### src/rtl/spsr_cfg.svh
// Constants of the serial port status reporter: status codes, widths, timing.
// Assumes one 100 MHz core clock; times are given in microseconds.
`ifndef SPSR_CFG_SVH
`define SPSR_CFG_SVH

`define SPSR_CLK_MHZ          100
`define SPSR_TIME_W           16
`define SPSR_CNT_W            32
// Transmit configuration errors
`define SPSR_ST_TX_PROTO      16'h80b0
`define SPSR_ST_TX_BAUD       16'h80b1
`define SPSR_ST_TX_PARITY     16'h80b2
`define SPSR_ST_TX_DBITS      16'h80b3
`define SPSR_ST_TX_SBITS      16'h80b4
`define SPSR_ST_TX_FLOW       16'h80b5
// Receive configuration errors, plus the response timeout 80c8
`define SPSR_ST_RX_NOFF       16'h80c4
`define SPSR_ST_RX_LSIZE      16'h80c5
`define SPSR_ST_RX_MCNT       16'h80c6
`define SPSR_ST_RX_NLM        16'h80c7
`define SPSR_ST_RX_RESP_TO    16'h80c8
`define SPSR_ST_RX_GAP_CFG    16'h80c9
`define SPSR_ST_RX_IDLE_CFG   16'h80ca
`define SPSR_ST_RX_END_WILD   16'h80cb
`define SPSR_ST_RX_START_WILD 16'h80cc
// Transmit runtime
`define SPSR_ST_TX_ACTIVE     16'h80d0
`define SPSR_ST_TX_FLOW_TO    16'h80d1
`define SPSR_ST_TX_NO_DSR     16'h80d2
`define SPSR_ST_TX_BUF        16'h80d3
`define SPSR_ST_TX_IDLE       16'h7000
`define SPSR_ST_TX_FIRST      16'h7001
`define SPSR_ST_TX_POLL       16'h7002
// Receive runtime
`define SPSR_ST_RX_BUF_FULL   16'h80e0
`define SPSR_ST_RX_PARITY     16'h80e1
`define SPSR_ST_RX_FRAMING    16'h80e2
`define SPSR_ST_RX_OVERRUN    16'h80e3
`define SPSR_ST_RX_LEN_BIG    16'h80e4
`define SPSR_ST_RX_MAX_MESSAGE_LENGTH     16'h0094
`define SPSR_ST_RX_MSG_TO     16'h0095
`define SPSR_ST_RX_GAP_TO     16'h0096
`define SPSR_ST_RX_FIRST_TO   16'h0097
`define SPSR_ST_RX_NLM_DONE   16'h0098
`define SPSR_ST_RX_END_DONE   16'h0099
// Signal handling
`define SPSR_ST_SIG_NONE      16'h80f0
`define SPSR_ST_SIG_HWFLOW    16'h80f1
`define SPSR_ST_SIG_DSR_DTE   16'h80f2
// Hardware flow type code and configuration limits
`define SPSR_FLOW_HW          2'h1
`define SPSR_MAX_LEN_BYTES    2'h2

`endif

### src/rtl/spsr_pkg.sv
// Types of the serial port status reporter.
// Assumes spsr_cfg.svh gives the widths.
`include "spsr_cfg.svh"

package spsr_pkg;

  // Transmit configuration presented with a request
  typedef struct packed {
    logic       proto_ok;
    logic       baud_ok;
    logic       parity_ok;
    logic       dbits_ok;
    logic       sbits_ok;
    logic       flow_ok;
    logic [1:0] flow_type;
  } spsr_tx_cfg_t;

  // Receive configuration presented with a request
  typedef struct packed {
    logic [7:0]                n_offset;
    logic [1:0]                len_size;
    logic [7:0]                m_trailer;
    logic                      nlm_en;
    logic                      end_en;
    logic                      start_en;
    logic                      end_all_wild;
    logic                      start_all_wild;
    logic                      gap_cfg_bad;
    logic                      idle_cfg_bad;
    logic [15:0]               max_message_length;
    logic [`SPSR_TIME_W-1:0]   first_char_timeout;
    logic [`SPSR_TIME_W-1:0]   whole_message_timeout;
    logic [`SPSR_TIME_W-1:0]   inter_char_gap_time;
  } spsr_rx_cfg_t;

  // One received character with its line condition
  typedef struct packed {
    logic       valid;
    logic       parity_err;
    logic       framing_err;
    logic       overrun_err;
    logic       end_seq_hit;
    logic [7:0] data;
  } spsr_rx_char_t;

  // Completion group shared by every operation
  typedef struct packed {
    logic        done;
    logic        error;
    logic [15:0] status;
  } spsr_result_t;

  typedef enum logic [1:0] {
    SPSR_TX_IDLE = 2'b00,
    SPSR_TX_WAIT = 2'b01,
    SPSR_TX_SEND = 2'b10
  } spsr_tx_state_t;

  typedef enum logic [1:0] {
    SPSR_RX_IDLE  = 2'b00,
    SPSR_RX_FIRST = 2'b01,
    SPSR_RX_BODY  = 2'b10
  } spsr_rx_state_t;

endpackage

### src/rtl/spsr_timer.sv
// Down-counting timeout timer converting microseconds into core clocks.
// Assumes a synchronous active-low reset and a 100 MHz clock.
`timescale 1ns/1ps
`default_nettype none
`include "spsr_cfg.svh"

module spsr_timer #(
  parameter int TIME_W = `SPSR_TIME_W,
  parameter int CNT_W  = `SPSR_CNT_W
) (
  // Clock and reset
  input  wire logic              core_clk,
  input  wire logic              rst_b,
  // Control
  input  wire logic              start,
  input  wire logic              run,
  input  wire logic [TIME_W-1:0] time_us,
  // Result
  output logic                   expired
);

  logic [CNT_W-1:0] cnt_r;
  logic [CNT_W-1:0] cnt_nxt;
  logic             exp_r;
  logic             exp_nxt;

  // Load on start; a zero time never expires, so it disables the check
  always_comb begin
    cnt_nxt = cnt_r;
    exp_nxt = 1'b0;
    if (start) begin
      cnt_nxt = CNT_W'(time_us) * CNT_W'(`SPSR_CLK_MHZ);
    end else if (run && cnt_r != '0) begin
      cnt_nxt = cnt_r - CNT_W'(1);
      exp_nxt = (cnt_r == CNT_W'(1));
    end
  end

  always_ff @(posedge core_clk) begin
    if (!rst_b) begin
      cnt_r <= '0;
      exp_r <= 1'b0;
    end else begin
      cnt_r <= cnt_nxt;
      exp_r <= exp_nxt;
    end
  end

  assign expired = exp_r;

endmodule
`default_nettype wire

### src/rtl/spsr_top.sv
// Serial port status reporter: checks configuration, tracks transmit and receive
// progress and turns every outcome into a status word with done/error pulses.
// Assumes all inputs are synchronous to core_clk; one scan is one clock.
`timescale 1ns/1ps
`default_nettype none
`include "spsr_cfg.svh"

module spsr_top
  import spsr_pkg::*;
#(
  parameter int TX_BUF_BYTES = 1024,
  parameter int RX_BUF_BYTES = 1024
) (
  // Clock and reset
  input  wire logic          core_clk,
  input  wire logic          rst_b,
  // Port identity and line state
  input  wire logic          port_two_wire,
  input  wire logic          port_is_dte,
  input  wire logic          dsr_in,
  input  wire logic          cts_in,
  input  wire logic          xoff_in,
  // Transmit request
  input  wire logic          tx_req,
  input  wire spsr_tx_cfg_t  tx_cfg,
  input  wire logic [15:0]   tx_len,
  input  wire logic [15:0]   tx_wait_us,
  input  wire logic          tx_byte_sent,
  // Transmit result
  output spsr_result_t       tx_res,
  output logic               tx_active,
  // Receive request
  input  wire logic          rx_req,
  input  wire spsr_rx_cfg_t  rx_cfg,
  input  wire spsr_rx_char_t rx_char,
  // Receive result
  output spsr_result_t       rx_res,
  output logic [15:0]        rx_count,
  // Signal set request
  input  wire logic          sig_req,
  input  wire logic [2:0]    sig_select,
  // Signal result
  output spsr_result_t       sig_res
);

  // Whole module state
  typedef struct packed {
    spsr_tx_state_t tx_st;
    logic [15:0]    tx_left;
    logic           tx_first;
    spsr_result_t   tx_res;
    spsr_rx_state_t rx_st;
    logic [15:0]    rx_cnt;
    logic [15:0]    rx_target;
    logic [15:0]    rx_len_acc;
    logic [1:0]     rx_len_idx;
    spsr_rx_cfg_t   rx_cfg;
    spsr_result_t   rx_res;
    spsr_result_t   sig_res;
  } spsr_state_t;

  spsr_state_t st_r;
  spsr_state_t st_nxt;

  logic tx_start;
  logic tx_wait_run;
  logic tx_wait_exp;
  logic rx_start;
  logic first_exp;
  logic msg_exp;
  logic gap_exp;
  logic gap_restart;
  logic rx_char_ok;

  spsr_timer u_tx_wait (
    .core_clk (core_clk),
    .rst_b    (rst_b),
    .start    (tx_start),
    .run      (tx_wait_run),
    .time_us  (tx_wait_us),
    .expired  (tx_wait_exp)
  );

  spsr_timer u_first (
    .core_clk (core_clk),
    .rst_b    (rst_b),
    .start    (rx_start),
    .run      (st_r.rx_st == SPSR_RX_FIRST),
    .time_us  (rx_cfg.first_char_timeout),
    .expired  (first_exp)
  );

  spsr_timer u_msg (
    .core_clk (core_clk),
    .rst_b    (rst_b),
    .start    (rx_start),
    .run      (st_r.rx_st != SPSR_RX_IDLE),
    .time_us  (rx_cfg.whole_message_timeout),
    .expired  (msg_exp)
  );

  spsr_timer u_gap (
    .core_clk (core_clk),
    .rst_b    (rst_b),
    .start    (gap_restart),
    .run      (st_r.rx_st == SPSR_RX_BODY),
    .time_us  (st_r.rx_cfg.inter_char_gap_time),
    .expired  (gap_exp)
  );

  // Timer steering from the current state and requests
  always_comb begin
    tx_start    = tx_req && st_r.tx_st == SPSR_TX_IDLE;
    tx_wait_run = (st_r.tx_st == SPSR_TX_WAIT) || (st_r.tx_st == SPSR_TX_SEND && xoff_in);
    rx_start    = rx_req && st_r.rx_st == SPSR_RX_IDLE;
    rx_char_ok  = rx_char.valid && st_r.rx_st != SPSR_RX_IDLE;
    gap_restart = rx_char_ok;
  end

  // Next-state logic
  always_comb begin
    st_nxt = st_r;
    st_nxt.tx_res.done   = 1'b0;
    st_nxt.tx_res.error  = 1'b0;
    st_nxt.rx_res.done   = 1'b0;
    st_nxt.rx_res.error  = 1'b0;
    st_nxt.sig_res.done  = 1'b0;
    st_nxt.sig_res.error = 1'b0;

    // Transmitter
    unique case (st_r.tx_st)
      SPSR_TX_IDLE: begin
        if (tx_req) begin
          st_nxt.tx_res.error = 1'b1;
          if (!tx_cfg.proto_ok) begin
            st_nxt.tx_res.status = `SPSR_ST_TX_PROTO;
          end else if (!tx_cfg.baud_ok) begin
            st_nxt.tx_res.status = `SPSR_ST_TX_BAUD;
          end else if (!tx_cfg.parity_ok) begin
            st_nxt.tx_res.status = `SPSR_ST_TX_PARITY;
          end else if (!tx_cfg.dbits_ok) begin
            st_nxt.tx_res.status = `SPSR_ST_TX_DBITS;
          end else if (!tx_cfg.sbits_ok) begin
            st_nxt.tx_res.status = `SPSR_ST_TX_SBITS;
          end else if (!tx_cfg.flow_ok) begin
            st_nxt.tx_res.status = `SPSR_ST_TX_FLOW;
          end else if (32'(tx_len) > TX_BUF_BYTES) begin
            st_nxt.tx_res.status = `SPSR_ST_TX_BUF;
          // DTE needs DSR from the partner
          end else if (port_is_dte && !port_two_wire && !dsr_in) begin
            st_nxt.tx_res.status = `SPSR_ST_TX_NO_DSR;
          end else begin
            st_nxt.tx_res.error  = 1'b0;
            st_nxt.tx_res.status = `SPSR_ST_TX_FIRST;
            st_nxt.tx_left       = tx_len;
            st_nxt.tx_first      = 1'b1;
            st_nxt.tx_st = (tx_cfg.flow_type == `SPSR_FLOW_HW && !port_two_wire)
                           ? SPSR_TX_WAIT : SPSR_TX_SEND;
          end
        end
      end
      SPSR_TX_WAIT: begin
        // CTS must arrive within the wait time
        if (cts_in) begin
          st_nxt.tx_st = SPSR_TX_SEND;
        end else if (tx_wait_exp) begin
          st_nxt.tx_st        = SPSR_TX_IDLE;
          st_nxt.tx_res.error = 1'b1;
          st_nxt.tx_res.status = `SPSR_ST_TX_FLOW_TO;
        end
      end
      SPSR_TX_SEND: begin
        if (tx_byte_sent && st_r.tx_left != 16'h0000) begin
          st_nxt.tx_left = st_r.tx_left - 16'h0001;
        end
        if (tx_wait_exp) begin
          st_nxt.tx_st         = SPSR_TX_IDLE;
          st_nxt.tx_res.error  = 1'b1;
          st_nxt.tx_res.status = `SPSR_ST_TX_FLOW_TO;
        end else if (st_r.tx_left == 16'h0000 ||
                     (tx_byte_sent && st_r.tx_left == 16'h0001)) begin
          st_nxt.tx_st         = SPSR_TX_IDLE;
          st_nxt.tx_res.done   = 1'b1;
          st_nxt.tx_res.status = `SPSR_ST_TX_IDLE;
        end
      end
      default: st_nxt.tx_st = SPSR_TX_IDLE;
    endcase

    if (st_r.tx_st != SPSR_TX_IDLE) begin
      // 7001 stands for the first cycle only; later polls report 7002
      if (st_nxt.tx_st != SPSR_TX_IDLE) begin
        st_nxt.tx_res.status = `SPSR_ST_TX_POLL;
      end
      if (tx_req && st_nxt.tx_st != SPSR_TX_IDLE) begin
        st_nxt.tx_res.error  = 1'b1;
        st_nxt.tx_res.status = `SPSR_ST_TX_ACTIVE;
      end
    end

    // Receiver
    unique case (st_r.rx_st)
      SPSR_RX_IDLE: begin
        if (rx_req) begin
          st_nxt.rx_res.error = 1'b1;
          if (rx_cfg.nlm_en && 32'(rx_cfg.n_offset) > RX_BUF_BYTES) begin
            st_nxt.rx_res.status = `SPSR_ST_RX_NOFF;
          end else if (rx_cfg.nlm_en && (rx_cfg.len_size == 2'h0 ||
                       rx_cfg.len_size > `SPSR_MAX_LEN_BYTES)) begin
            st_nxt.rx_res.status = `SPSR_ST_RX_LSIZE;
          end else if (rx_cfg.nlm_en && 32'(rx_cfg.m_trailer) > RX_BUF_BYTES) begin
            st_nxt.rx_res.status = `SPSR_ST_RX_MCNT;
          end else if (rx_cfg.nlm_en && 32'(rx_cfg.n_offset) + 32'(rx_cfg.len_size)
                       + 32'(rx_cfg.m_trailer) > RX_BUF_BYTES) begin
            st_nxt.rx_res.status = `SPSR_ST_RX_NLM;
          end else if (rx_cfg.gap_cfg_bad) begin
            st_nxt.rx_res.status = `SPSR_ST_RX_GAP_CFG;
          end else if (rx_cfg.idle_cfg_bad) begin
            st_nxt.rx_res.status = `SPSR_ST_RX_IDLE_CFG;
          end else if (rx_cfg.end_en && rx_cfg.end_all_wild) begin
            st_nxt.rx_res.status = `SPSR_ST_RX_END_WILD;
          end else if (rx_cfg.start_en && rx_cfg.start_all_wild) begin
            st_nxt.rx_res.status = `SPSR_ST_RX_START_WILD;
          end else begin
            st_nxt.rx_res.error  = 1'b0;
            st_nxt.rx_res.status = 16'h0000;
            st_nxt.rx_cfg        = rx_cfg;
            st_nxt.rx_cnt        = 16'h0000;
            st_nxt.rx_target     = 16'h0000;
            st_nxt.rx_len_acc    = 16'h0000;
            st_nxt.rx_len_idx    = 2'h0;
            st_nxt.rx_st         = SPSR_RX_FIRST;
          end
        end
      end
      SPSR_RX_FIRST,
      SPSR_RX_BODY: begin
        if (rx_char_ok) begin
          st_nxt.rx_st  = SPSR_RX_BODY;
          st_nxt.rx_cnt = st_r.rx_cnt + 16'h0001;
          // Gather the length field after the leading offset
          if (st_r.rx_cfg.nlm_en && st_r.rx_cnt >= 16'(st_r.rx_cfg.n_offset)
              && st_r.rx_len_idx < st_r.rx_cfg.len_size) begin
            st_nxt.rx_len_acc = {st_r.rx_len_acc[7:0], rx_char.data};
            st_nxt.rx_len_idx = st_r.rx_len_idx + 2'h1;
            if (st_r.rx_len_idx + 2'h1 == st_r.rx_cfg.len_size) begin
              st_nxt.rx_target = 16'(st_r.rx_cfg.n_offset) + 16'(st_r.rx_cfg.len_size)
                                 + {st_r.rx_len_acc[7:0], rx_char.data}
                                 + 16'(st_r.rx_cfg.m_trailer);
            end
          end
        end
        // Ending causes: line errors first, then lengths and the end sequence, then timeouts
        st_nxt.rx_res.error = 1'b1;
        st_nxt.rx_st        = SPSR_RX_IDLE;
        if (rx_char_ok && rx_char.parity_err) begin
          st_nxt.rx_res.status = `SPSR_ST_RX_PARITY;
        end else if (rx_char_ok && rx_char.framing_err) begin
          st_nxt.rx_res.status = `SPSR_ST_RX_FRAMING;
        end else if (rx_char_ok && rx_char.overrun_err) begin
          st_nxt.rx_res.status = `SPSR_ST_RX_OVERRUN;
        end else if (st_nxt.rx_target != 16'h0000 && 32'(st_nxt.rx_target) > RX_BUF_BYTES) begin
          st_nxt.rx_res.status = `SPSR_ST_RX_LEN_BIG;
        end else if (st_nxt.rx_target != 16'h0000 && st_nxt.rx_cnt == st_nxt.rx_target) begin
          st_nxt.rx_res       = '{done: 1'b1, error: 1'b0, status: `SPSR_ST_RX_NLM_DONE};
        end else if (rx_char_ok && st_r.rx_cfg.end_en && rx_char.end_seq_hit) begin
          st_nxt.rx_res       = '{done: 1'b1, error: 1'b0, status: `SPSR_ST_RX_END_DONE};
        end else if (st_r.rx_cfg.max_message_length != 16'h0000 &&
                     st_nxt.rx_cnt == st_r.rx_cfg.max_message_length) begin
          st_nxt.rx_res       = '{done: 1'b1, error: 1'b0, status: `SPSR_ST_RX_MAX_MESSAGE_LENGTH};
        end else if (32'(st_nxt.rx_cnt) >= RX_BUF_BYTES) begin
          st_nxt.rx_res.status = `SPSR_ST_RX_BUF_FULL;
        end else if (st_r.rx_st == SPSR_RX_FIRST && first_exp) begin
          st_nxt.rx_res       = '{done: 1'b1, error: 1'b0, status: `SPSR_ST_RX_FIRST_TO};
        // nothing received in the receive period
        end else if (st_r.rx_st == SPSR_RX_FIRST && msg_exp) begin
          st_nxt.rx_res.status = `SPSR_ST_RX_RESP_TO;
        end else if (msg_exp && !rx_char_ok) begin
          st_nxt.rx_res       = '{done: 1'b1, error: 1'b0, status: `SPSR_ST_RX_MSG_TO};
        end else if (st_r.rx_st == SPSR_RX_BODY && gap_exp && !rx_char_ok) begin
          st_nxt.rx_res       = '{done: 1'b1, error: 1'b0, status: `SPSR_ST_RX_GAP_TO};
        end else begin
          st_nxt.rx_res.error = 1'b0;
          st_nxt.rx_st        = rx_char_ok ? SPSR_RX_BODY : st_r.rx_st;
        end
      end
      default: st_nxt.rx_st = SPSR_RX_IDLE;
    endcase

    // Signal set requests: bit0 RTS, bit1 DTR, bit2 DSR
    if (sig_req) begin
      st_nxt.sig_res.error = 1'b1;
      // no handshake lines on two-wire port
      if (port_two_wire) begin
        st_nxt.sig_res.status = `SPSR_ST_SIG_NONE;
      end else if (tx_cfg.flow_type == `SPSR_FLOW_HW) begin
        st_nxt.sig_res.status = `SPSR_ST_SIG_HWFLOW;
      end else if (port_is_dte && sig_select[2]) begin
        st_nxt.sig_res.status = `SPSR_ST_SIG_DSR_DTE;
      end else begin
        st_nxt.sig_res.error  = 1'b0;
        st_nxt.sig_res.done   = 1'b1;
        st_nxt.sig_res.status = 16'h0000;
      end
    end
  end

  // State register
  always_ff @(posedge core_clk) begin
    if (!rst_b) begin
      st_r               <= '0;
      st_r.tx_st         <= SPSR_TX_IDLE;
      st_r.rx_st         <= SPSR_RX_IDLE;
      st_r.tx_res.status <= `SPSR_ST_TX_IDLE;
    end else begin
      st_r <= st_nxt;
    end
  end

  // Outputs straight from state
  assign tx_res    = st_r.tx_res;
  assign tx_active = st_r.tx_st != SPSR_TX_IDLE;
  assign rx_res    = st_r.rx_res;
  assign rx_count  = st_r.rx_cnt;
  assign sig_res   = st_r.sig_res;

endmodule
`default_nettype wire

### config.mk
export PLATFORM = sky130hd
export DESIGN_NAME = spsr_top
export DESIGN_NICKNAME = d
export VERILOG_FILES = /design/src/rtl/spsr_pkg.sv /design/src/rtl/spsr_timer.sv /design/src/rtl/spsr_top.sv
export VERILOG_INCLUDE_DIRS = /design/src /design/src/rtl
export SDC_FILE = /design/constraint.sdc
export NUM_CORES = 1
export LEC_CHECK = 0
export CELL_PAD_IN_SITES_DETAIL_PLACEMENT = 0
export CELL_PAD_IN_SITES_GLOBAL_PLACEMENT = 1
export CORE_MARGIN = 1
export CORE_UTILIZATION = 50
export CTS_CLUSTER_DIAMETER = 120
export DETAILED_ROUTE_END_ITERATION = 16
export DONT_BUFFER_PORTS = 1
export PLACE_DENSITY_LB_ADDON = 0.05
export SLEW_MARGIN = 40
export SYNTH_ARGS = -nofsm -noshare
export SYNTH_HDL_FRONTEND = slang
export SYNTH_SLANG_ARGS = --single-unit
### constraint.sdc
create_clock -name core_clk -period 9.4 [get_ports core_clk]
set_input_delay 1.88 -clock core_clk [delete_from_list [all_inputs] [get_ports core_clk]]
set_output_delay 1.88 -clock core_clk [all_outputs]
set_load 0.005 [all_outputs]
Yosys cells after proc, flatten, opt, wreduce, memory -nomap -nowiden:

Index checks and enable logic that the tools add are counted.
W data, S select, Z words.

* reductions and logical operators: 79
* bitwise operators: 16
* add/subtract/negate cells: 12
* muxes and demuxes: 122
* equality and inequality tests: 34
* multipliers: 4
* $lt $le $gt $ge: 7

Operator list (number)
* $mux W141: 7
* $mux W16: 29
* $mux W23: 8
* $mux W18: 10
* $mux W19: 9
* $eq A32 B1 Y1 const B: 4
* $reduce_bool A32 Y1: 4
* $sub A32 B1 Y32 const B: 4
* $mux W17: 6
* $mux W50: 2
* $pmux W50 S2: 1
* $mul A16 B5 Y21 const B: 4
* $pmux W17 S3: 1
* $reduce_bool A16 Y1: 3
* $mux W2: 21
* $ne A2 B2 Y1 const B: 18
* $logic_and A1 B1 Y1: 34
* $mux W34: 1
* $pmux W17 S2: 1
* $eq A16 B16 Y1: 2
* $gt A16 B11 Y1 const B: 2
* $pmux W16 S2: 1
* $reduce_and A8 Y1: 3
* $mux W1: 23
* 35 further kinds: 76

* output and inout bits: 71
* input bits: 156
* bits in registers: 336

Depth between registers and ports, before layout:

Gate-level depths: netlist of run 1.

* depth after elaboration: 25
* depth in mapped cells: 18
* depth with buffers taken out: 17

Hierarchy:

From an unflattened synthesis of run 1, not the netlist that was laid out.

* cell total of the unflattened synthesis: 2917
* area, all modules: 23436.2 um^2

By module, submodules not included
* spsr_timer (u_gap ...): sequential area each 660.6 um^2, instances 3, cells each 419, area an instance 3448.3 um^2
* spsr_top: sequential area each 2942.8 um^2, instances 1, cells each 1266, area an instance 9723.1 um^2
* spsr_timer (u_first): sequential area each 660.6 um^2, instances 1, cells each 394, area an instance 3368.2 um^2

Worst setup path before layout of run 1:

No wires, ideal clock.

* path type: input -> register
* start point: input port rx_char[1] (netlist name)
* end point: register st_r, in the netlist rx_res[6]
* stages on the path: 17
* data arrival time: 6.342 ns
* path buffers: 1
* setup slack: 2.935 ns
* path through: fa_1 fa_1 ha_1 inv_1 fa_1 nor2b_1 o31ai_1 a211oi_1 o2111ai_1 xor2_1 a211o_1 a2111o_1 or4_4 nor3_4 or2_1 buf_4 mux2_1

* cells in the longest elaborated chain, start to end: 14

RTL lines
* start: declaration: line spsr_top.sv:35 `input wire spsr_rx_char_t rx_char,`
* $add A9 B16 Y16 *: line spsr_top.sv:248 `+ {st_r.rx_len_acc[7:0], rx_char.data}`
* $add A16 B8 Y16 *: line spsr_top.sv:249 `+ 16'(st_r.rx_cfg.m_trailer);`
* $mux W16 *: line spsr_top.sv:246 `if (st_r.rx_len_idx + 2'h1 == st_r.rx_cfg.len_size) begin`
* $mux W34 *: line spsr_top.sv:242 `if (st_r.rx_cfg.nlm_en && st_r.rx_cnt >= 16'(st_r.rx_cfg.n_offset)`
* $mux W50 *: line spsr_top.sv:238 `if (rx_char_ok) begin`
* $mux W50 *: line spsr_top.sv:202 `unique case (st_r.rx_st)`
* parallel branches: the longest is 8 deep, another holds $gt A16 B11 Y1
* end signal: assignment: line spsr_top.sv:316 `st_r <= st_nxt;`
* end: declaration: line spsr_top.sv:62 `spsr_state_t st_r;`

Mark *: on every way between the ends. The select of a mux whose other input is x is not followed.
A chain may end at the register's enable or synchronous reset.

Worst setup path after layout of run 1:

Ends and elaborated chain as after synthesis.

==> key figures, run 1 <==
Run status
  – Status: completed

Placed design
  – Post-DP HPWL: 42000 um
  – Placed Cells: 3211
  – Place WS: 2350 ps
  – DP Area: 22100 um2
  – Final GP Congestion: 0.900
  – I/O Buffers: 0

Timing
  – Worst slew pin tran: 791 ps
  – Min setup slack post-route: 2960 ps
  – Fmax: 155 MHz
  – Final setup fails: 0
  – TNS Setup: 0 ps
  – Worst slew margin: 47.1%
  – Period minus WS final: 6440 ps
  – Fin. max-slew vios: 0
  – Hold Vio Cnt, Final: 0
  – RSZ-0062 raised after global routing: no
  – Hold Worst Slack: 453 ps
  – Worst Skew: 19.9 ps
  – Period Utilization, post-route: 68.5%

Yosys
  – Cell taking the most area after synthesis: dfxtp_1
  – Yosys reg bits: 279
  – Post-synth EDFFs: 0
  – Share of the synthesized area in the top cell type: 25.3%
  – Count of cell types in the netlist: 94
  – Sequential fraction of the synthesis area: 25.3%
  – Mapped cell area: 22100 um2
  – Mean Syn Cell Area: 7.97 um2
  – Syn Inst Count: 2767
  – Synth warn: 0
  – Primary FF master, synth: dfxtp_1
  – Area contributors post-synth: dfxtp_1 25%, ha_1 14%, inv_1 5.1%
  – Asr flop ratio synth: 0%

Drt
  – Met2 Routed Length: 25900 um
  – Vias per cell: 5.63
  – Drt total wl: 55400 um
  – Met3 wire length: 2900 um
  – WL met1: 24800 um
  – Via Count: 18400
  – DRC: 0
  – Wire per inst: 16.9 um
  – DR iter-0 viols: 870
  – Post-route ant nets: 0
  – DR pass1 iterations: 4
  – Highest layer used for signal routing: met5

Critical path
  – Required @ worst endpoint: 9820 ps
  – Crit path capture type: flip-flop
  – Crit-path max FO: 6
  – CP Launch Type: input port
  – Crit-path slowest cell: or4_4
  – Critical Path Max Stage Delay: 600 ps
  – Cell mode on critical path: fa_1
  – WP data arrival: 6860 ps
  – Crit-path cells: fa_1 > fa_1 > ha_1 > inv_1 > fa_1 > nor2b_1 > o31ai_1 > a21o_1 > a311oi_1 > a21oi_1 > xnor2_1 > a2111o_1 > or4_4 > nor3_4 > or2_1 > mux2_1
  – Critical path type: in -> reg

Pwr
  – VDD IR max: 0.142 mV
  – Pwr/cell area: 177 nW/um2
  – Power Total: 4.12 mW
  – Leak Pwr: 10.1 nW

Cells and area
  – Layout cells sized above 1: 4.09%
  – Final Util: 53.9%
  – Antenna cells: 0
  – Non-filler instance count after layout: 3272
  – Finished Cell Area: 23300 um2
  – Layout Nets: 3126
  – Most frequent cells in the layout: 302 x inv_1, 291 x nor2_1, 279 x dfxtp_1, 253 x ha_1, 252 x nand2_1
  – Most common cell after layout, fill and taps aside: inv_1
  – Area delta synth->final: 5.69%

Global routing
  – Largest net degree at the start of global routing: 98
  – GRT overflow: 0
  – Total GRT Usage: 24.7%
  – Global-route wire length before repair: 89800 um
  – Vias in the first global route: 17800
  – Antenna violations before repair: 1

Clock tree
  – Reg clk slew, reported paths: 60 ps
  – Hold-fix buffers, CTS: 0
  – CTS tree: yes
  – Worst-Skew Late Latency: 550 ps
  – H-Tree Depth: 2
  – Clock Tree Buf Depth: 3
  – Clock sinks: 279
  – Setup Fix Bufs, Post-CTS: 0
  – Post-cts sizing count: 0
  – Clock Tree Root: clkbuf_16
  – CTS Buf Count: 35

Floorplan
  – Die X-Extent: 212 um
  – IO Pins: 227
  – Die area: 45000 um2
  – Die Height: 212 um
  – Initial Utilization: 51.0%
  – Core area: 43300 um2
  – FP Rows: 76

Min path
  – Hold Path Class: reg -> reg

Flow run
  – Number of max-cap violations: 0
==> worst paths after layout <==
check / slack, ps / from / depth (start not counted) / end
worst min-delay path: 450 / st_r[114] / 2 / st_r[114]
worst min register to register: 450 / st_r[114] / 2 / st_r[114]
worst max register to register: 3780 / st_r[116] / 16 / rx_res[6]
worst max-delay path: 2960 / rx_char[1] / 16 / rx_res[6]
==> per-layer routing <==
metal | up-vias | global-route usage [%]
li1 | 9302 | -
met1 | 8650 | 30.8
met2 | 359 | 42.0
met3 | 104 | 5.33
met4 | 2 | 8.45
met5 | - | 0
==> flip-flops by register name, indices dropped and copies added (netlist names) <==
name               cells
st_r                  98
rx_res                10
u_tx_wait.expired      1
u_first.expired        1
u_first.cnt_r         32
u_msg.cnt_r           32
rx_count              16
u_gap.expired          1
u_tx_wait.cnt_r       32
u_gap.cnt_r           32
sig_res                5
tx_res                18
u_msg.expired          1
==> worst max-delay path, delay by kind of cell <==
family	cells	cell delay, ps
and+or+nand+nor	4	1340
xor gates and xnor gates	1	150
buffers and inverters	1	70
muxes	1	350
AOI/OAI and AO/OA	5	1440
adders and majority gates	4	1620
==> synthesized netlist by cell type (all sizes together), types with 5 or more instances <==
cell type / instances
a211o: 5
a211oi: 69
a21boi: 9
a21o: 22
a21oi: 177
a221oi: 6
a22oi: 24
a311oi: 15
a31oi: 18
a41oi: 6
and2: 14
and3: 17
buf: 87
clkbuf: 82
dfxtp: 279
fa: 54
ha: 253
inv: 303
mux2i: 15
nand2: 254
nand2b: 11
nand3: 58
nand3b: 8
nand4: 23
nor2: 293
nor2b: 16
nor3: 73
nor3b: 10
nor4: 55
nor4b: 8
o2111ai: 10
o211ai: 9
o21a: 10
o21ai: 98
o21bai: 14
o22ai: 6
o31ai: 14
o41ai: 8
or3: 28
or4: 27
xnor2: 126
xor2: 85
==> area by class of cell <==
class / instances / area, um2
clock buffer: 47 / 1020
clock inverter: 14 / 209
fill: 4168 / 19900
inverter: 303 / 1140
multi-input combinational: 2031 / 14500
sequential: 279 / 5590
tap: 585 / 732
timing repair buffer: 13 / 101
==> logic make-up (layout without fill, tap and decap cells) <==
logic type | after synthesis | count (layout) | synth area share, %
XOR/XNOR | 212 | 212 | 8.48
AO/OA/AOI/OAI | 563 | 563 | 16.7
adder cells (fa/ha/maj) | 307 | 307 | 19.2
flip-flops | 279 | 279 | 25.3
buffers and inverters | 472 | 377 | 9.35
AND/OR/NAND/NOR | 916 | 916 | 20.1
other | 1 | 16 | 0.0170
multiplexers | 17 | 17 | 0.783
==> report_power, final <==
group | internal [mW] | total, mW | switching (mW)
logic | 0.512 | 1.25 | 0.742
clock network | 0.902 | 1.44 | 0.541
registers | 1.30 | 1.42 | 0.123
total | 2.71 | 4.12 | 1.41
(Power assumes the default switching activity.)
==> run 2: changes to the inputs <==
--- a/config.mk
+++ b/config.mk
@@ -6,10 +6,11 @@
 export SDC_FILE = /design/constraint.sdc
 export NUM_CORES = 1
 export LEC_CHECK = 0
+export ABC_AREA = 1
 export CELL_PAD_IN_SITES_DETAIL_PLACEMENT = 0
 export CELL_PAD_IN_SITES_GLOBAL_PLACEMENT = 1
 export CORE_MARGIN = 1
-export CORE_UTILIZATION = 50
+export CORE_UTILIZATION = 47
 export CTS_CLUSTER_DIAMETER = 120
 export DETAILED_ROUTE_END_ITERATION = 16
 export DONT_BUFFER_PORTS = 1
==> constraint.sdc (replaced) <==
create_clock -name core_clk -period 6.6 [get_ports core_clk]
set_input_delay 1.32 -clock core_clk [delete_from_list [all_inputs] [get_ports core_clk]]
set_output_delay 1.32 -clock core_clk [all_outputs]
set_load 0.005 [all_outputs]
==> key figures, run 2 <==
Yosys
  – Area contributors post-synth: dfxtp_1 24%, ha_1 13%, nand2_1 11%
  – Post-synth EDFFs: 0 (unchanged)
  – Sequential fraction of the synthesis area: 23.7% (-1.6 points)
  – Asr flop ratio synth: 0% (unchanged)
  – Synth cell count leaders: 685 x nand2_1, 604 x inv_1, 378 x nor2_1
  – Count of cell types in the netlist: 64 (-32%)
  – Share of the synthesized area in the top cell type: 23.7% (-1.6 points)
  – Primary FF master, synth: dfxtp_1
  – Yosys reg bits: 279 (unchanged)
  – Mean Syn Cell Area: 6.72 um2 (-16%)
  – Syn Inst Count: 3503 (+27%)
  – Most common cell in the netlist: nand2_1
  – Synth warn: 0 (unchanged)
  – Cell taking the most area after synthesis: dfxtp_1
  – Mapped cell area: 23500 um2 (+6.6%)

Critical path
  – Crit-path max FO: 9 (+3)
  – WP data arrival: 5100 ps (-1760 ps)
  – Crit path capture type: flip-flop
  – R2r worst-path depth: 20 (+4)
  – Required @ worst endpoint: 7040 ps (-2780 ps)
  – Worst flop-to-flop path endpoint: rx_res[1]
  – Reg-to-Reg Start: st_r[176]
  – CP Launch Type: input port
  – Worst R2R Setup Slack: 2030 ps (-1750 ps)
  – Critical path type: in -> reg

Timing
  – Final setup fails: 0 (unchanged)
  – Worst slew pin tran: 821 ps (+30.1 ps)
  – Fmax: 215 MHz
  – Hold Worst Slack: 450 ps (-2.80 ps)
  – Period Utilization, post-route: 70.6%
  – Fin. max-slew vios: 0 (unchanged)
  – RSZ-0062 raised after global routing: no
  – Worst slew margin: 44.7% (-2.4 points)
  – Period minus WS final: 4660 ps
  – Hold Vio Cnt, Final: 0 (unchanged)
  – Worst Skew: 30.1 ps (+10.2 ps)
  – TNS Setup: 0 ps (unchanged)

Cells and area
  – Antenna cells: 0 (unchanged)
  – Filler Cell Count: 5057 (+21%)
  – Final Util: 50.7% (-3.2 points)
  – Area delta synth->final: 5.91%
  – Layout Nets: 3883 (+24%)
  – Layout cells sized above 1: 3.89% (-0.21 points)
  – Most frequent cells in the layout: 684 x nand2_1, 604 x inv_1, 375 x nor2_1, 279 x dfxtp_1, 257 x a21oi_1
  – Reg with most FFs: st_r
  – Most common cell after layout, fill and taps aside: nand2_1
  – Max FFs per register: 98 (unchanged)
  – Multi-input gate area: 14800 um2 (+2.2%)
  – FF/Latch Area: 5590 um2 (unchanged)

Pwr
  – VDD IR max: 0.245 mV (+72%)
  – Pwr/cell area: 260 nW/um2 (+47%)
  – Power Total: 6.49 mW (+58%)
  – Leak Pwr: 12.4 nW (+23%)

Drt
  – Wire per inst: 15.1 um (-11%)
  – Via Count: 21500 (+17%)
  – Drt total wl: 62000 um (+12%)
  – DR pass1 iterations: 7 (+3)
  – Post-route ant nets: 0 (unchanged)
  – DRC: 0 (unchanged)
  – Vias per cell: 5.23 (-7.0%)
  – DR iter-0 viols: 1171 (+35%)

Clock tree
  – Clock Tree Buf Depth: 3 (unchanged)
  – Setup Fix Bufs, Post-CTS: 0 (unchanged)
  – CTS Buf Count: 36 (+2.9%)
  – H-Tree Depth: 2 (unchanged)
  – Reg clk slew, reported paths: 60 ps (about the same)
  – Clock sinks: 279 (unchanged)
  – Hold-fix buffers, CTS: 0 (unchanged)
  – Clock Tree Root: clkbuf_16
  – Worst-Skew Late Latency: 560 ps (about the same)
  – CTS tree: yes
  – Post-cts sizing count: 0 (unchanged)

Global routing
  – Vias in the first global route: 20700 (+16%)
  – Largest net degree at the start of global routing: 106 (+8.2%)
  – Global-route wire length before repair: 101000 um (+13%)
  – GRT overflow: 0 (unchanged)
  – Antenna violations before repair: 3 (+2)
  – Total GRT Usage: 24.5% (-0.20 points)

Run status
  – Status: completed

Floorplan
  – Die X-Extent: 226 um (+6.5%)
  – Die area: 51000 um2 (+13%)
  – Die Height: 226 um (+6.5%)
  – Initial Utilization: 47.9% (-3.1 points)
  – Core area: 49200 um2 (+14%)
  – FP Rows: 81 (+6.6%)
  – IO Pins: 227 (unchanged)

Min path
  – Hold Crit Start: st_r[105]
  – Worst hold path depth: 2 (unchanged)
  – Hold Path End: st_r[105]
  – Hold Path Class: reg -> reg

Placed design
  – Final GP Congestion: 0.863 (-4.2%)
  – I/O Buffers: 0 (unchanged)
  – Post-DP HPWL: 47600 um (+14%)

Flow run
  – Number of max-cap violations: 0 (unchanged)
## run 2: changes by cell type in the layout (fill, tap and decap cells not counted), moves of 25 or more
cell      previous run  this run
or3_1               28         0
or4_1               26         1
o21ai_0             93       181
a211oi_1            69         7
nand2_1            252       684
inv_1              302       604
xnor2_1            126        36
nor2_1             291       375
nand3_1             58       190
nand4_1             22        49
a21oi_1            177       257
nor4_1              50        15
## run 2: final cells by class
class,instances,area share (%)
sequential,279,22.4
clock inverter,9,0.351
clock buffer,55,4.47
timing repair buffer,18,0.592
multi-input combinational,2472,59.6
inverter,613,9.26
tap,664,3.33
## run 2: stage by stage
stage	instance area [um2]	setup slack [ps]	cells
6_report	24900	1940	4110
5_1_grt	24900	1520	4110
4_1_cts	24900	1950	4109
3_5_place_dp	23700	1380	4045
3_3_place_gp	23700	1380	4045
2_1_floorplan	23600	1880	3518
## run 2: logic make-up after synthesis
group	after synthesis	share of synthesized area, %
buffers and inverters	767	13.5
other	1	0.0159
flip-flops	279	23.7
adder cells (fa/ha/maj)	307	18.0
XOR/XNOR	108	4.02
AND/OR/NAND/NOR	1457	26.6
AO/OA/AOI/OAI	584	14.1
## run 2: critical path, stage by stage
cell and delay, ps:
fa_1 480, fa_1 490, ha_1 240, inv_1 90, fa_1 450, inv_1 110
nand3_1 80, nand2_1 140, nand2_1 70, nand2_1 70, xnor2_1 120, inv_1 60
nand2_1 90, nand2_1 100, nand2_1 70, nand2_1 50, nor2_1 100, nand2_1 60
nor2_1 110, nand3_2 210, nand3_4 170, nor2_4 60, nor2_8 150, nand2_1 70
nor2_1 80, nor2_1 50
## run 2: worst max path at each step
stage / startpoint / end / slack, ps / cells after the start
2_1_floorplan: rx_char[1] / rx_res[4] / 1880 / 26
3_3_place_gp: rx_char[1] / rx_res[1] / 1380 / 26
3_5_place_dp: rx_char[1] / rx_res[0] / 1380 / 24
4_1_cts: rx_char[1] / rx_res[0] / 1950 / 24
5_1_grt: rx_char[1] / rx_res[1] / 1520 / 26
6_report: rx_char[1] / rx_res[1] / 1940 / 26
## run 2: metal layers
metal / GRT usage [%] / up-vias / wire (um)
met3: 5.17 / 81 / 3590
met4: 6.06 / 6 / 1250
li1: - / 11100 / -
met2: 42.8 / 393 / 29300
met1: 30.5 / 9928 / 27800
met5: 0 / - / 27
## run 2: power breakdown
part,internal [mW],switching [mW]
clock,1.20,0.785
sequential,1.85,0.177
combinational,0.908,1.57
==> run 3: changes to the inputs <==
==> constraint.sdc (replaced) <==
create_clock -name core_clk -period 4.57 [get_ports core_clk]
set_input_delay 0.914 -clock core_clk [delete_from_list [all_inputs] [get_ports core_clk]]
set_output_delay 0.914 -clock core_clk [all_outputs]
set_load 0.005 [all_outputs]
==> key figures, run 3 (synthesized netlist as in run 2, its figures left out) <==
Clock tree
  – Hold-fix buffers, CTS: 0 (unchanged)
  – CTS Buf Count: 36 (unchanged)
  – Post-cts sizing count: 0 (unchanged)
  – Reg clk slew, reported paths: 60 ps (about the same)
  – Clock Tree Root: clkbuf_16
  – H-Tree Depth: 2 (unchanged)
  – Setup Fix Bufs, Post-CTS: 0 (unchanged)
  – CTS tree: yes
  – Worst-Skew Late Latency: 550 ps (about the same)
  – Clock Tree Buf Depth: 3 (unchanged)
  – Clock sinks: 279 (unchanged)

Global routing
  – GRT overflow: 0 (unchanged)
  – Total GRT Usage: 24.6% (+0.064 points)
  – Global-route wire length before repair: 102000 um (+0.44%)
  – Vias in the first global route: 20900 (+1.3%)
  – Antenna violations before repair: 3 (unchanged)
  – Largest net degree at the start of global routing: 106 (unchanged)

Drt
  – Wire per inst: 15.1 um (+0.41%)
  – Vias per cell: 5.21 (-0.38%)
  – Drt total wl: 62600 um (+1.0%)
  – DR iter-0 viols: 1142 (-2.5%)
  – Via Count: 21600 (+0.22%)
  – Post-route ant nets: 0 (unchanged)
  – DR pass1 iterations: 5 (-2)
  – DRC: 0 (unchanged)

Cells and area
  – Filler Cell Count: 5070 (+0.26%)
  – Layout cells sized above 1: 4.52% (+0.64 points)
  – Layout Nets: 3905 (+0.57%)
  – Reg with most FFs: st_r
  – Area delta synth->final: 6.83%
  – Final Util: 51.1% (+0.44 points)
  – Max FFs per register: 98 (unchanged)
  – Most common cell after layout, fill and taps aside: nand2_1
  – Most frequent cells in the layout: 685 x nand2_1, 604 x inv_1, 376 x nor2_1, 279 x dfxtp_1, 257 x a21oi_1

Floorplan
  – Die area: 51000 um2 (unchanged)
  – Core area: 49200 um2 (unchanged)
  – Die Height: 226 um (unchanged)
  – Initial Utilization: 47.9% (unchanged)
  – Die X-Extent: 226 um (unchanged)
  – IO Pins: 227 (unchanged)
  – FP Rows: 81 (unchanged)

Placed design
  – Post-DP HPWL: 48500 um (+1.7%)
  – Final GP Congestion: 0.912 (+5.8%)
  – I/O Buffers: 0 (unchanged)

Flow run
  – Number of max-cap violations: 0 (unchanged)

Timing
  – Worst slew pin tran: 761 ps (-59.5 ps)
  – TNS Setup: 0 ps (unchanged)
  – Final setup fails: 0 (unchanged)
  – RSZ-0062 raised after global routing: no
  – Hold Vio Cnt, Final: 0 (unchanged)
  – Fin. max-slew vios: 0 (unchanged)
  – Worst Skew: 15.0 ps (-15.2 ps)
  – Period minus WS final: 4130 ps
  – Fmax: 242 MHz
  – Worst slew margin: 48.7% (+4.0 points)
  – Hold Worst Slack: 445 ps (-5.01 ps)
  – Period Utilization, post-route: 90.3%

Min path
  – Hold Path Class: in -> reg

Run status
  – Status: completed

Pwr
  – Power Total: 9.59 mW (+48%)
  – Leak Pwr: 12.6 nW (+1.1%)
  – Pwr/cell area: 382 nW/um2 (+47%)
  – VDD IR max: 0.320 mV (+31%)

Critical path
  – Critical path type: in -> reg
  – Critical Path Max Stage Delay: 530 ps (+40 ps)
  – Cell mode on critical path: nand2_1
  – Crit path capture type: flip-flop
  – Crit-path slowest cell: fa_1
  – WP data arrival: 4560 ps (-540 ps)
  – Crit-path max FO: 9 (unchanged)
  – Required @ worst endpoint: 5000 ps (-2040 ps)
  – CP Launch Type: input port
  – Worst R2R Setup Slack: 460 ps (-1570 ps)
[run 3: cell type report]
type / count / area (um2) / share of cell area (%)
Multi-Input combinational cell: 2472 / 14800 / 59.0
Timing Repair Buffer: 40 / 300 / 1.19
Antenna cell: 1 / 2.50 / 0.00996
Clock inverter: 15 / 211 / 0.841
Tap cell: 664 / 831 / 3.31
Inverter: 613 / 2310 / 9.18
Sequential cell: 279 / 5590 / 22.2
Clock buffer: 51 / 1060 / 4.21
[run 3: final timing paths]
check | start | depth (start not counted) | endpoint
max | rx_char[1] | 26 | rx_res[1]
min | port_two_wire | 1 | sig_res[17]
max reg2reg | st_r[116] | 26 | rx_res[1]
min reg2reg | tx_res[10] | 2 | tx_res[10]
[run 3: power breakdown]
part	internal [mW]	switching, mW	total [mW]
Combinational	1.33	2.27	3.60
Clock	1.90	1.16	3.06
Sequential	2.67	0.261	2.93
Total	5.90	3.69	9.59
[run 3: per-stage QoR]
step / setup WS (ps) / cell area (um2) / instances
after floorplan: 259 / 23600 / 3518
after global placement: -73.1 / 23900 / 4068
after detailed placement: -78.6 / 23900 / 4068
after CTS: 476 / 25100 / 4134
after global routing: 19.1 / 25100 / 4134
final: 444 / 25100 / 4135
[run 3: routing by layer]
layer  vias to the layer above  track usage [%]  part of all wire [%]
met5                         -                0                 0.070
met4                         8             6.63                   2.3
met3                        93             5.52                   5.8
met2                       371             42.8                    47
met1                      9939             30.2                    44
li1                      11100                -                     -
[run 3: critical path, delay by kind of cell]
| kind | cells | cell delay (ps) |
|---|---|---|
| adders and majority gates | 4 | 1620 |
| buffers and inverters | 4 | 330 |
| and+or+nand+nor | 18 | 1680 |
